## src/verilog/dmarb_pkg.sv

```systemverilog
// package: constants and carrier structs for the dma request arbiter
package dmarb_pkg;
   localparam int NCH       = 4;
   localparam int SEL_W     = 5;
   localparam int ADDR_W    = 20;
   localparam int CNT_W     = 16;
   localparam int NPERIPH   = 64;
   // bus clock (sampling period, once every BCLK_DIV rising clk edges) derived from clk
   localparam int CLK_HZ    = 50000000;
   localparam int BCLK_HZ   = 12500000;
   localparam int BCLK_DIV  = CLK_HZ / BCLK_HZ;
   localparam int DIV_W     = 8;
   localparam logic [SEL_W-1:0] SEL_SOFT = 5'h00;
   localparam logic [DIV_W-1:0] DIV_LAST = DIV_W'(BCLK_DIV - 1);

   typedef enum logic [1:0] {
      DMARB_IDLE,
      DMARB_HOLD,
      DMARB_XFER,
      DMARB_CPU
   } dmarb_state_t;

   // per channel software controls
   typedef struct packed {
      logic                en_wr;      // write strobe of control reg
      logic                en_val;     // written enable value
      logic                pend_wr0;   // write of 0 to pending flag
      logic                sw_req;     // software request bit written 1
      logic                src_fwd;
      logic                dst_fwd;
      logic                grp;        // source group bit
      logic [SEL_W-1:0]    sel;        // source select field
      logic [ADDR_W-1:0]   src_addr;
      logic [ADDR_W-1:0]   dst_addr;
      logic [CNT_W-1:0]    cnt_reload;
   } dmarb_ctl_t;

   typedef struct packed {
      logic                en;
      logic                pend;
      logic                load_due;   // reload owed at next start
      logic [ADDR_W-1:0]   ptr;
      logic [CNT_W-1:0]    cnt;
      logic                irq_q;      // previous sampled irq level
   } dmarb_ch_t;
endpackage

```

## src/verilog/dmarb_arbiter.sv

```systemverilog
// dma channel request latching, reload and fixed priority arbitration
//********************************************************************
// Behaviour
//********************************************************************
// Behaviour
// on start after enable, pointer reloads from source or destination addr
// on that start the transfer counter loads from its reload value
// writing enable 1 while already 1 rearms the reload
// software writes enable and pending together, then checks reload
// each channel's trigger chosen by group bit and five-bit select
// every request event sets pending, enabled or not
// enabled channel's pending clears just before its transfer starts
// software may clear pending with 0; written 1 is ignored
// software clears pending after changing group or select
// software request bit sets pending for the software source
// peripheral source sets pending on rising peripheral irq flag
// requests sampled once per bus clock period, all set together
// fixed priority: channel 0 highest, channel 3 lowest
// after a transfer the cpu gets one bus access before next
// requests not counted; repeats merge into one pending flag
// each grant covers exactly one transfer unit
// bus taken from cpu by request/grant handshake before transfer
// each channel keeps its own enable, pending, select, pointer, count
module dmarb_arbiter
   import dmarb_pkg::*;
#(
   parameter int NUM_PERIPH = NPERIPH
) (
   input  wire logic                   clk,
   input  wire logic                   rst_n,
   input  wire dmarb_ctl_t [NCH-1:0]   ctl,
   input  wire logic [NUM_PERIPH-1:0]  periph_irq_flag,
   input  wire logic                   bus_grant,
   input  wire logic                   xfer_done,
   input  wire logic                   cpu_access_done,
   output logic                        bus_req,
   output logic                        xfer_start,
   output logic [1:0]                  xfer_ch,
   output logic [ADDR_W-1:0]           xfer_ptr,
   output logic [CNT_W-1:0]            xfer_cnt,
   output logic [NCH-1:0]              channel_enable_bit,
   output logic [NCH-1:0]              request_pending_flag,
   output logic [NCH*ADDR_W-1:0]       ptr_out,
   output logic [NCH*CNT_W-1:0]        cnt_out
);

   typedef struct packed {
      dmarb_state_t              st;
      dmarb_ch_t [NCH-1:0]       ch;
      logic [DIV_W-1:0]          div;
      logic [NUM_PERIPH-1:0]     irq_s1;
      logic [NUM_PERIPH-1:0]     irq_s2;
      logic [NCH-1:0]            sw_hold;  // sw request awaiting sample
      logic [1:0]                cur;
      logic                      start;
      logic [ADDR_W-1:0]         optr;
      logic [CNT_W-1:0]          ocnt;
   } dmarb_state_all_t;

   dmarb_state_all_t s_r;
   dmarb_state_all_t s_nxt;

   //*****************************************************************
   // helpers
   //*****************************************************************
   function automatic logic [1:0] prio_pick(input logic [NCH-1:0] m);
      logic [1:0] w;
      w = 2'h0;
      for (int i = NCH - 1; i >= 0; i--) begin
         if (m[i]) begin
            w = 2'(i);
         end
      end
      return w;
   endfunction

   function automatic logic irq_pick(input logic [NUM_PERIPH-1:0] v,
                                     input logic g,
                                     input logic [SEL_W-1:0] s);
      logic [SEL_W:0] idx;
      idx = {g, s};
      irq_pick = 1'b0;
      if (int'(idx) < NUM_PERIPH) begin
         irq_pick = v[idx];
      end
   endfunction

   //*****************************************************************
   // next state
   //*****************************************************************
   logic           sample;
   logic [NCH-1:0] ready;
   logic           lvl;
   logic [NCH-1:0] set_now;
   logic [1:0]     win;

   always_comb begin
      s_nxt = s_r;
      s_nxt.start = 1'b0;
      s_nxt.irq_s1 = periph_irq_flag;
      s_nxt.irq_s2 = s_r.irq_s1;
      lvl = 1'b0;
      set_now = '0;
      // one sample per bus clock period
      sample = (s_r.div == DIV_LAST);
      s_nxt.div = sample ? '0 : s_r.div + 1'b1;

      for (int i = 0; i < NCH; i++) begin

         if (ctl[i].sw_req) begin
            s_nxt.sw_hold[i] = 1'b1;
         end
         if (ctl[i].pend_wr0) begin
            s_nxt.ch[i].pend = 1'b0;
         end
         if (ctl[i].en_wr) begin
            s_nxt.ch[i].en = ctl[i].en_val;
            // rewriting 1 rearms the reload even when already set
            if (ctl[i].en_val) begin
               s_nxt.ch[i].load_due = 1'b1;
            end
         end
         if (sample) begin
            lvl = irq_pick(s_r.irq_s2, ctl[i].grp, ctl[i].sel);
            s_nxt.ch[i].irq_q = lvl;
            // set wins over a same-cycle software clear
            if (ctl[i].sel == SEL_SOFT && !ctl[i].grp) begin
               if (s_r.sw_hold[i] || ctl[i].sw_req) begin
                  s_nxt.ch[i].pend = 1'b1;
                  s_nxt.sw_hold[i] = 1'b0;
                  set_now[i] = 1'b1;
               end
            end else if (lvl && !s_r.ch[i].irq_q) begin
               s_nxt.ch[i].pend = 1'b1;
               set_now[i] = 1'b1;
            end
         end
      end

      for (int i = 0; i < NCH; i++) begin
         ready[i] = s_r.ch[i].en && s_r.ch[i].pend;
      end
      win = prio_pick(ready);

      unique case (s_r.st)
         DMARB_IDLE: begin
            if (|ready) begin
               s_nxt.st = DMARB_HOLD;
            end
         end
         DMARB_HOLD: begin
            if (!(|ready)) begin
               s_nxt.st = DMARB_IDLE;
            end else if (bus_grant) begin
               s_nxt.cur = win;
               // a request landing in the start cycle is kept
               if (!set_now[win]) begin
                  s_nxt.ch[win].pend = 1'b0;
               end
               s_nxt.start = 1'b1;
               s_nxt.st = DMARB_XFER;
               if (s_r.ch[win].load_due) begin
                  s_nxt.ch[win].load_due = 1'b0;
                  s_nxt.ch[win].ptr = ctl[win].src_fwd ?
                                      ctl[win].src_addr :
                                      ctl[win].dst_addr;
                  s_nxt.ch[win].cnt = ctl[win].cnt_reload;
               end
               s_nxt.optr = s_nxt.ch[win].ptr;
               s_nxt.ocnt = s_nxt.ch[win].cnt;
            end
         end
         DMARB_XFER: begin
            // one unit per grant, then the bus goes back
            if (xfer_done) begin
               s_nxt.ch[s_r.cur].ptr = s_r.ch[s_r.cur].ptr + 1'b1;
               s_nxt.ch[s_r.cur].cnt = s_r.ch[s_r.cur].cnt - 1'b1;
               s_nxt.st = DMARB_CPU;
            end
         end
         DMARB_CPU: begin
            if (cpu_access_done) begin
               s_nxt.st = DMARB_IDLE;
            end
         end
      endcase
   end

   always_ff @(posedge clk or negedge rst_n) begin
      if (!rst_n) begin
         s_r <= '0;
      end else begin
         s_r <= s_nxt;
      end
   end

   //*****************************************************************
   // outputs
   //*****************************************************************
   assign bus_req    = (s_r.st == DMARB_HOLD) || (s_r.st == DMARB_XFER);
   assign xfer_start = s_r.start;
   assign xfer_ch    = s_r.cur;
   assign xfer_ptr   = s_r.optr;
   assign xfer_cnt   = s_r.ocnt;

   always_comb begin
      for (int i = 0; i < NCH; i++) begin
         channel_enable_bit[i]   = s_r.ch[i].en;
         request_pending_flag[i] = s_r.ch[i].pend;
         ptr_out[i*ADDR_W +: ADDR_W] = s_r.ch[i].ptr;
         cnt_out[i*CNT_W +: CNT_W]   = s_r.ch[i].cnt;
      end
   end
endmodule

```

## config.mk

```make
export PLATFORM = sky130hd
export DESIGN_NAME = dmarb_arbiter
export DESIGN_NICKNAME = d
export VERILOG_FILES = /design/src/verilog/dmarb_pkg.sv /design/src/verilog/dmarb_arbiter.sv
export SDC_FILE = /design/constraint.sdc
export NUM_CORES = 1
export LEC_CHECK = 0
export BUFFER_PORTS_ARGS = -buffer_cell sky130_fd_sc_hd__buf_4
export CORE_MARGIN = 2
export CORE_UTILIZATION = 45
export CTS_CLUSTER_DIAMETER = 80
export DETAILED_ROUTE_END_ITERATION = 8
export MAX_ROUTING_LAYER = met4
export PLACE_DENSITY = 0.8
export SLEW_MARGIN = 10
export SYNTH_ARGS = -nofsm -noshare
export SYNTH_HDL_FRONTEND = slang
export SYNTH_SLANG_ARGS = --single-unit
```

## constraint.sdc

```tcl
create_clock -name clk -period 8.1 [get_ports clk]
set_input_delay 1.62 -clock clk [delete_from_list [all_inputs] [get_ports clk]]
set_output_delay 1.62 -clock clk [all_outputs]
set_load 0.01 [all_outputs]
```

# Word level (Yosys, flattened, before mapping)
# Index checks and enable logic that the tools add are counted.
dict set report op_classes {
  n_mux 133
  eq_ne 10
  reduce_logical 37
  n_lt_le_gt_ge 8
  add_sub_neg 3
}
# operator n
set ops {}
lappend ops {{two-way mux 160 bit} 9}
lappend ops {{bitwise mux 160 bit} 6}
lappend ops {{demux 40 bit (select 2 bit)} 6}
lappend ops {{two-way mux 162 bit} 2}
lappend ops {{one-hot mux 160 bit (2 select lines)} 1}
lappend ops {{two-way mux 37 bit} 7}
lappend ops {{binary-select mux 40 bit (select 2 bit)} 3}
lappend ops {{binary-select mux 68 bit (select 2 bit)} 1}
lappend ops {{two-way mux 1 bit} 77}
lappend ops {{two-way mux 38 bit} 2}
lappend ops {{two-way mux 64 bit} 1}
lappend ops {{two-way mux 39 bit} 1}
lappend ops {{two-way mux 17 bit} 2}
lappend ops {{less-than comparator 6 x 7 -> 1 bit, second input constant} 4}
lappend ops {{binary-select mux 1 bit (select 6 bit)} 4}
lappend ops {{adder 20 x 1 -> 20 bit, second input constant} 1}
lappend ops {{logical NOT 5 bit} 4}
lappend ops {{two-way mux 20 bit} 1}
lappend ops {{subtractor 16 x 1 -> 16 bit, second input constant} 1}
lappend ops {{logical AND 1 bit} 14}
lappend ops {{two-way mux 2 bit} 7}
lappend ops {{inequality test 2 bit, second input constant} 5}
lappend ops {{adder 8 x 1 -> 8 bit, second input constant} 1}
lappend ops {{== test 8 x 2 -> 1 bit, second input constant} 1}
lappend ops {{15 further kinds} 30}
dict set report word_totals {
  out_inout_bits 192
  register_bits 341
}

# Logic depth before layout (Yosys ltp)
dict set report depth {
  depth_word 26
  ltp_mapped 14
  mapped_depth_nobuf 10
}

# Worst setup path before layout
# No wires, ideal clock.
dict set report synth_path {
  path_type {input port to flip-flop}
  from {input ctl[124] (netlist name)}
  to {register s_r (netlist bit request_pending_flag[1])}
  setup_ns 0.136
  path_stages 7
  slack_ns 4.224
  arrival_time_ns 3.740
  required_time_ns 7.964
  path_cell_list {buf_2 buf_2 mux4_2 mux4_2 mux4_2 nand4b_1 a21oi_1}
}
# item line_no
set synth_rtl {}
lappend synth_rtl {{from (decl)} dmarb_arbiter.sv:31} ;# input wire dmarb_ctl_t [NCH-1:0] ctl,
lappend synth_rtl {{to (signal assigned)} dmarb_arbiter.sv:193} ;# s_r <= s_nxt;
lappend synth_rtl {{to (decl)} dmarb_arbiter.sv:60} ;# dmarb_state_all_t s_r;

# Worst setup path in the final report
dict set report layout_path {
  from {input bus_grant}
  to {register s_r (netlist bit ptr_out[49])}
}
dict set report layout_between {
  elab_chain_cells 2
}
# item line_no
set layout_rtl {}
lappend layout_rtl {{from (decl)} dmarb_arbiter.sv:33} ;# input wire logic bus_grant,
lappend layout_rtl {{inequality test 2 bit (no line)} --}
lappend layout_rtl {{AND reduction 4 bit (no line)} --}
# No other way between the ends.
# A chain may end at the register's enable or synchronous reset.

==> reports/qor.csv <==
metric;value;unit
status;complete, no violations;
cts-buffers-inserted;40;
syn_inst;2290;
start_kind;primary input;
p_leak;11.41;nW
hpwl;66570;um
hold_class;reg2reg;
ant_nets;0;
clk_path_buf_depth;3;
clock_sinks;341;
synthTopCellsByArea;dfrtp_1 (39%), mux4_2 (7.7%), buf_4 (6.7%);
vias;21580;
io_pins;533;
die_area;50600;um2
design_area;26360;um2
drt-initial-drc-count;2830;
track_usage;37.87;%
cts_setup_buffers;0;
core_area;47950;um2
synth_warnings;0;
synth_area_per_cell;9.594;um2
nets;2897;
start_util;45.82;%
antenna_found_initial;5;
die_x;225.0;um
path_max_fanout;45;
io_buffers;528;
required;8.58;ns
finalCritPeriodShare;57.12;%
drcViolationCount;0;
synth.net_count;2639;
via_per_inst;6.743;
ys_seq_area_share;38.84;%
grtUsageMet2;56.81;%
max_freq;0.2161;GHz
ys.flop_type;dfrtp_1;
fillers;4198;
met3_usage;12.93;%
synthArstFlopShare;100.0;%
postCtsHoldBufs;0;
end_kind;register;
clk_pin_slew_worst_paths;0.06;ns
p_per_area;290.1;nW/um2
synth-edff-count;0;
yosysUniqueCellTypes;85;
finalHoldViolCount;0;
relSlewSlack;15.89;%
setup_violations;0;
period_needed;4.627;ns
fin_setup_tns;0;ns
final_max_slew_viol_count;0;
power;7.647;mW
clock_latency;0.59;ns
grt_pass1_wl;137300;um
met1_usage;40.29;%
worst_clock_skew;0.02906;ns
drt_wl_total;94700;um
cts_max_level;2;
crit_arrival;5.11;ns
grt_start_max_net_pins;105;
grt_overflow;0;
grt_most_used_layer;met2;
final_util;54.98;%
yosys.area.top_type;dfrtp_1;
dp.cells;3120;
vdd_drop_max;0.2312;mV
drt-pass1-iter-count;6;
grt_pass1_vias;21500;
fin_cells;3200;
syn2layout_area_growth;19.99;%
rsz0062_at_grt;false;
cts_resized;0;
yosys.area.top_type_share;38.84;%
ys_seq_elements;341;
drive_gt1_share;30.23;%
cts_tree;built;
cap_violations;0;
gp_congestion;0.9948;
root_buffer;clkbuf_16;
critPathKind;in2reg;
fp-row-count;80;
post_drt_wl_per_cell;29.59;um
die_h;225.0;um
placed_cell_area;24960;um2
syn-cell-area;21970;um2
worstMarginPinSlew;1.252;ns
worst paths after layout:
kind | start | to | slack [ns] | depth (start not counted)
max in group asynchronous | rst_n | cnt_out[57]$_DFFE_PN0P_ | 5.51 | 2
min | s_nxt[55]$_DFF_PN0_ | s_r[55]$_DFF_PN0_ | 0.34 | 0
min reg2reg | s_nxt[55]$_DFF_PN0_ | s_r[55]$_DFF_PN0_ | 0.34 | 0
max reg2reg | request_pending_flag[1]$_DFF_PN0_ | ptr_out[49]$_DFFE_PN0P_ | 3.69 | 11
min in group asynchronous | rst_n | s_r[55]$_DFF_PN0_ | 1.08 | 1
max | bus_grant | ptr_out[49]$_DFFE_PN0P_ | 3.47 | 11
synth_stat cells, types with 6 or more instances:
cell type,number
o221ai_1,52
mux4_2,75
nand2b_1,9
nand2_1,232
a31oi_1,13
o211ai_1,18
and3_1,8
o31ai_1,7
or3_1,11
buf_4,196
dfrtp_1,341
mux2i_1,103
xnor2_1,19
and2_1,11
mux4_1,10
a21o_1,9
a221oi_1,38
o22ai_1,64
buf_2,30
a211oi_1,7
nand3_1,25
buf_1,12
nor4_1,9
nor2_1,193
nor3_1,39
mux2_2,17
nor2b_1,14
a22o_1,16
a22oi_1,63
inv_1,17
clkbuf_1,114
a32oi_1,6
o21ai_1,6
ha_1,8
a21oi_1,158
o22a_1,25
o21ai_0,162
a221o_1,24
o32ai_1,9
xor2_1,19
a311oi_1,6
logic make-up after synthesis:
logic type,share of synthesized area (%)
adders and majority gates,0.4556
AOI/OAI and AO/OA,22.50
and+or+nand+nor,12.06
muxes,14.45
xor gates and xnor gates,1.515
buffers and inverters,10.19
DFF,38.84
metal layers:
layer  wire length (um)  vias up
met1              30790    10360
li1                   -     8968
met4               9794        0
met3              11880      545
met2              42240     1702
met5                  0        -
critical path: stages:
cell      delay (ns)
buf_4           0.12
o211ai_4        0.07
buf_4           0.29
inv_2           0.22
o21a_1          0.15
buf_4           0.42
and2_1          0.22
nand2_1         0.52
o21ai_2         1.13
a22oi_1         0.17
o21ai_0         0.15
power by group:
part | total [mW] | internal [mW] | switching, mW
registers | 2.20 | 1.93 | 0.272
logic | 3.56 | 1.23 | 2.32
clock network | 1.89 | 1.11 | 0.783
total | 7.65 | 4.27 | 3.38
final cells by class:
type / instances / area (um2) / share of cell area (%)
Sequential cell: 341 / 8534 / 32.37
Timing Repair Buffer: 574 / 4317 / 16.37
Inverter: 18 / 67.56 / 0.2563
Multi-Input combinational cell: 1573 / 11280 / 42.78
Clock buffer: 56 / 1151 / 4.367
Clock inverter: 18 / 231.5 / 0.8781
Tap cell: 615 / 769.5 / 2.919
Antenna cell: 5 / 12.51 / 0.04746
per-stage QoR:
| step | worst slack (ns) | hold slack [ns] |
|---|---|---|
| CTS | 3.690 | 0.3388 |
| global route | 3.427 | 0.3427 |
| global placement | 3.201 | 0.3339 |
| floorplan | 4.224 | 0.3312 |
| finish | 3.473 | 0.3374 |
| detailed placement | 3.115 | 0.3347 |
cells in the final DEF (no fill, tap or decap), drive strengths merged, types with 38 or more instances in the layout:
master  count
buf       574
dfrtp     341
nand2     233
nor2      195
o21ai     169
a21oi     159
mux2i     103
mux4       85
o22ai      64
a22oi      64
clkbuf     56
o221ai     54
nor3       41
a221oi     38
sequential cells by signal, summed over array words and instances (netlist names), named ones only:
register	count
xfer_start	1
s_r	86
xfer_ptr	20
xfer_cnt	16
cnt_out	64
ptr_out	80
request_pending_flag	4
xfer_ch	2
s_nxt	64
(Power assumes the default switching activity.)
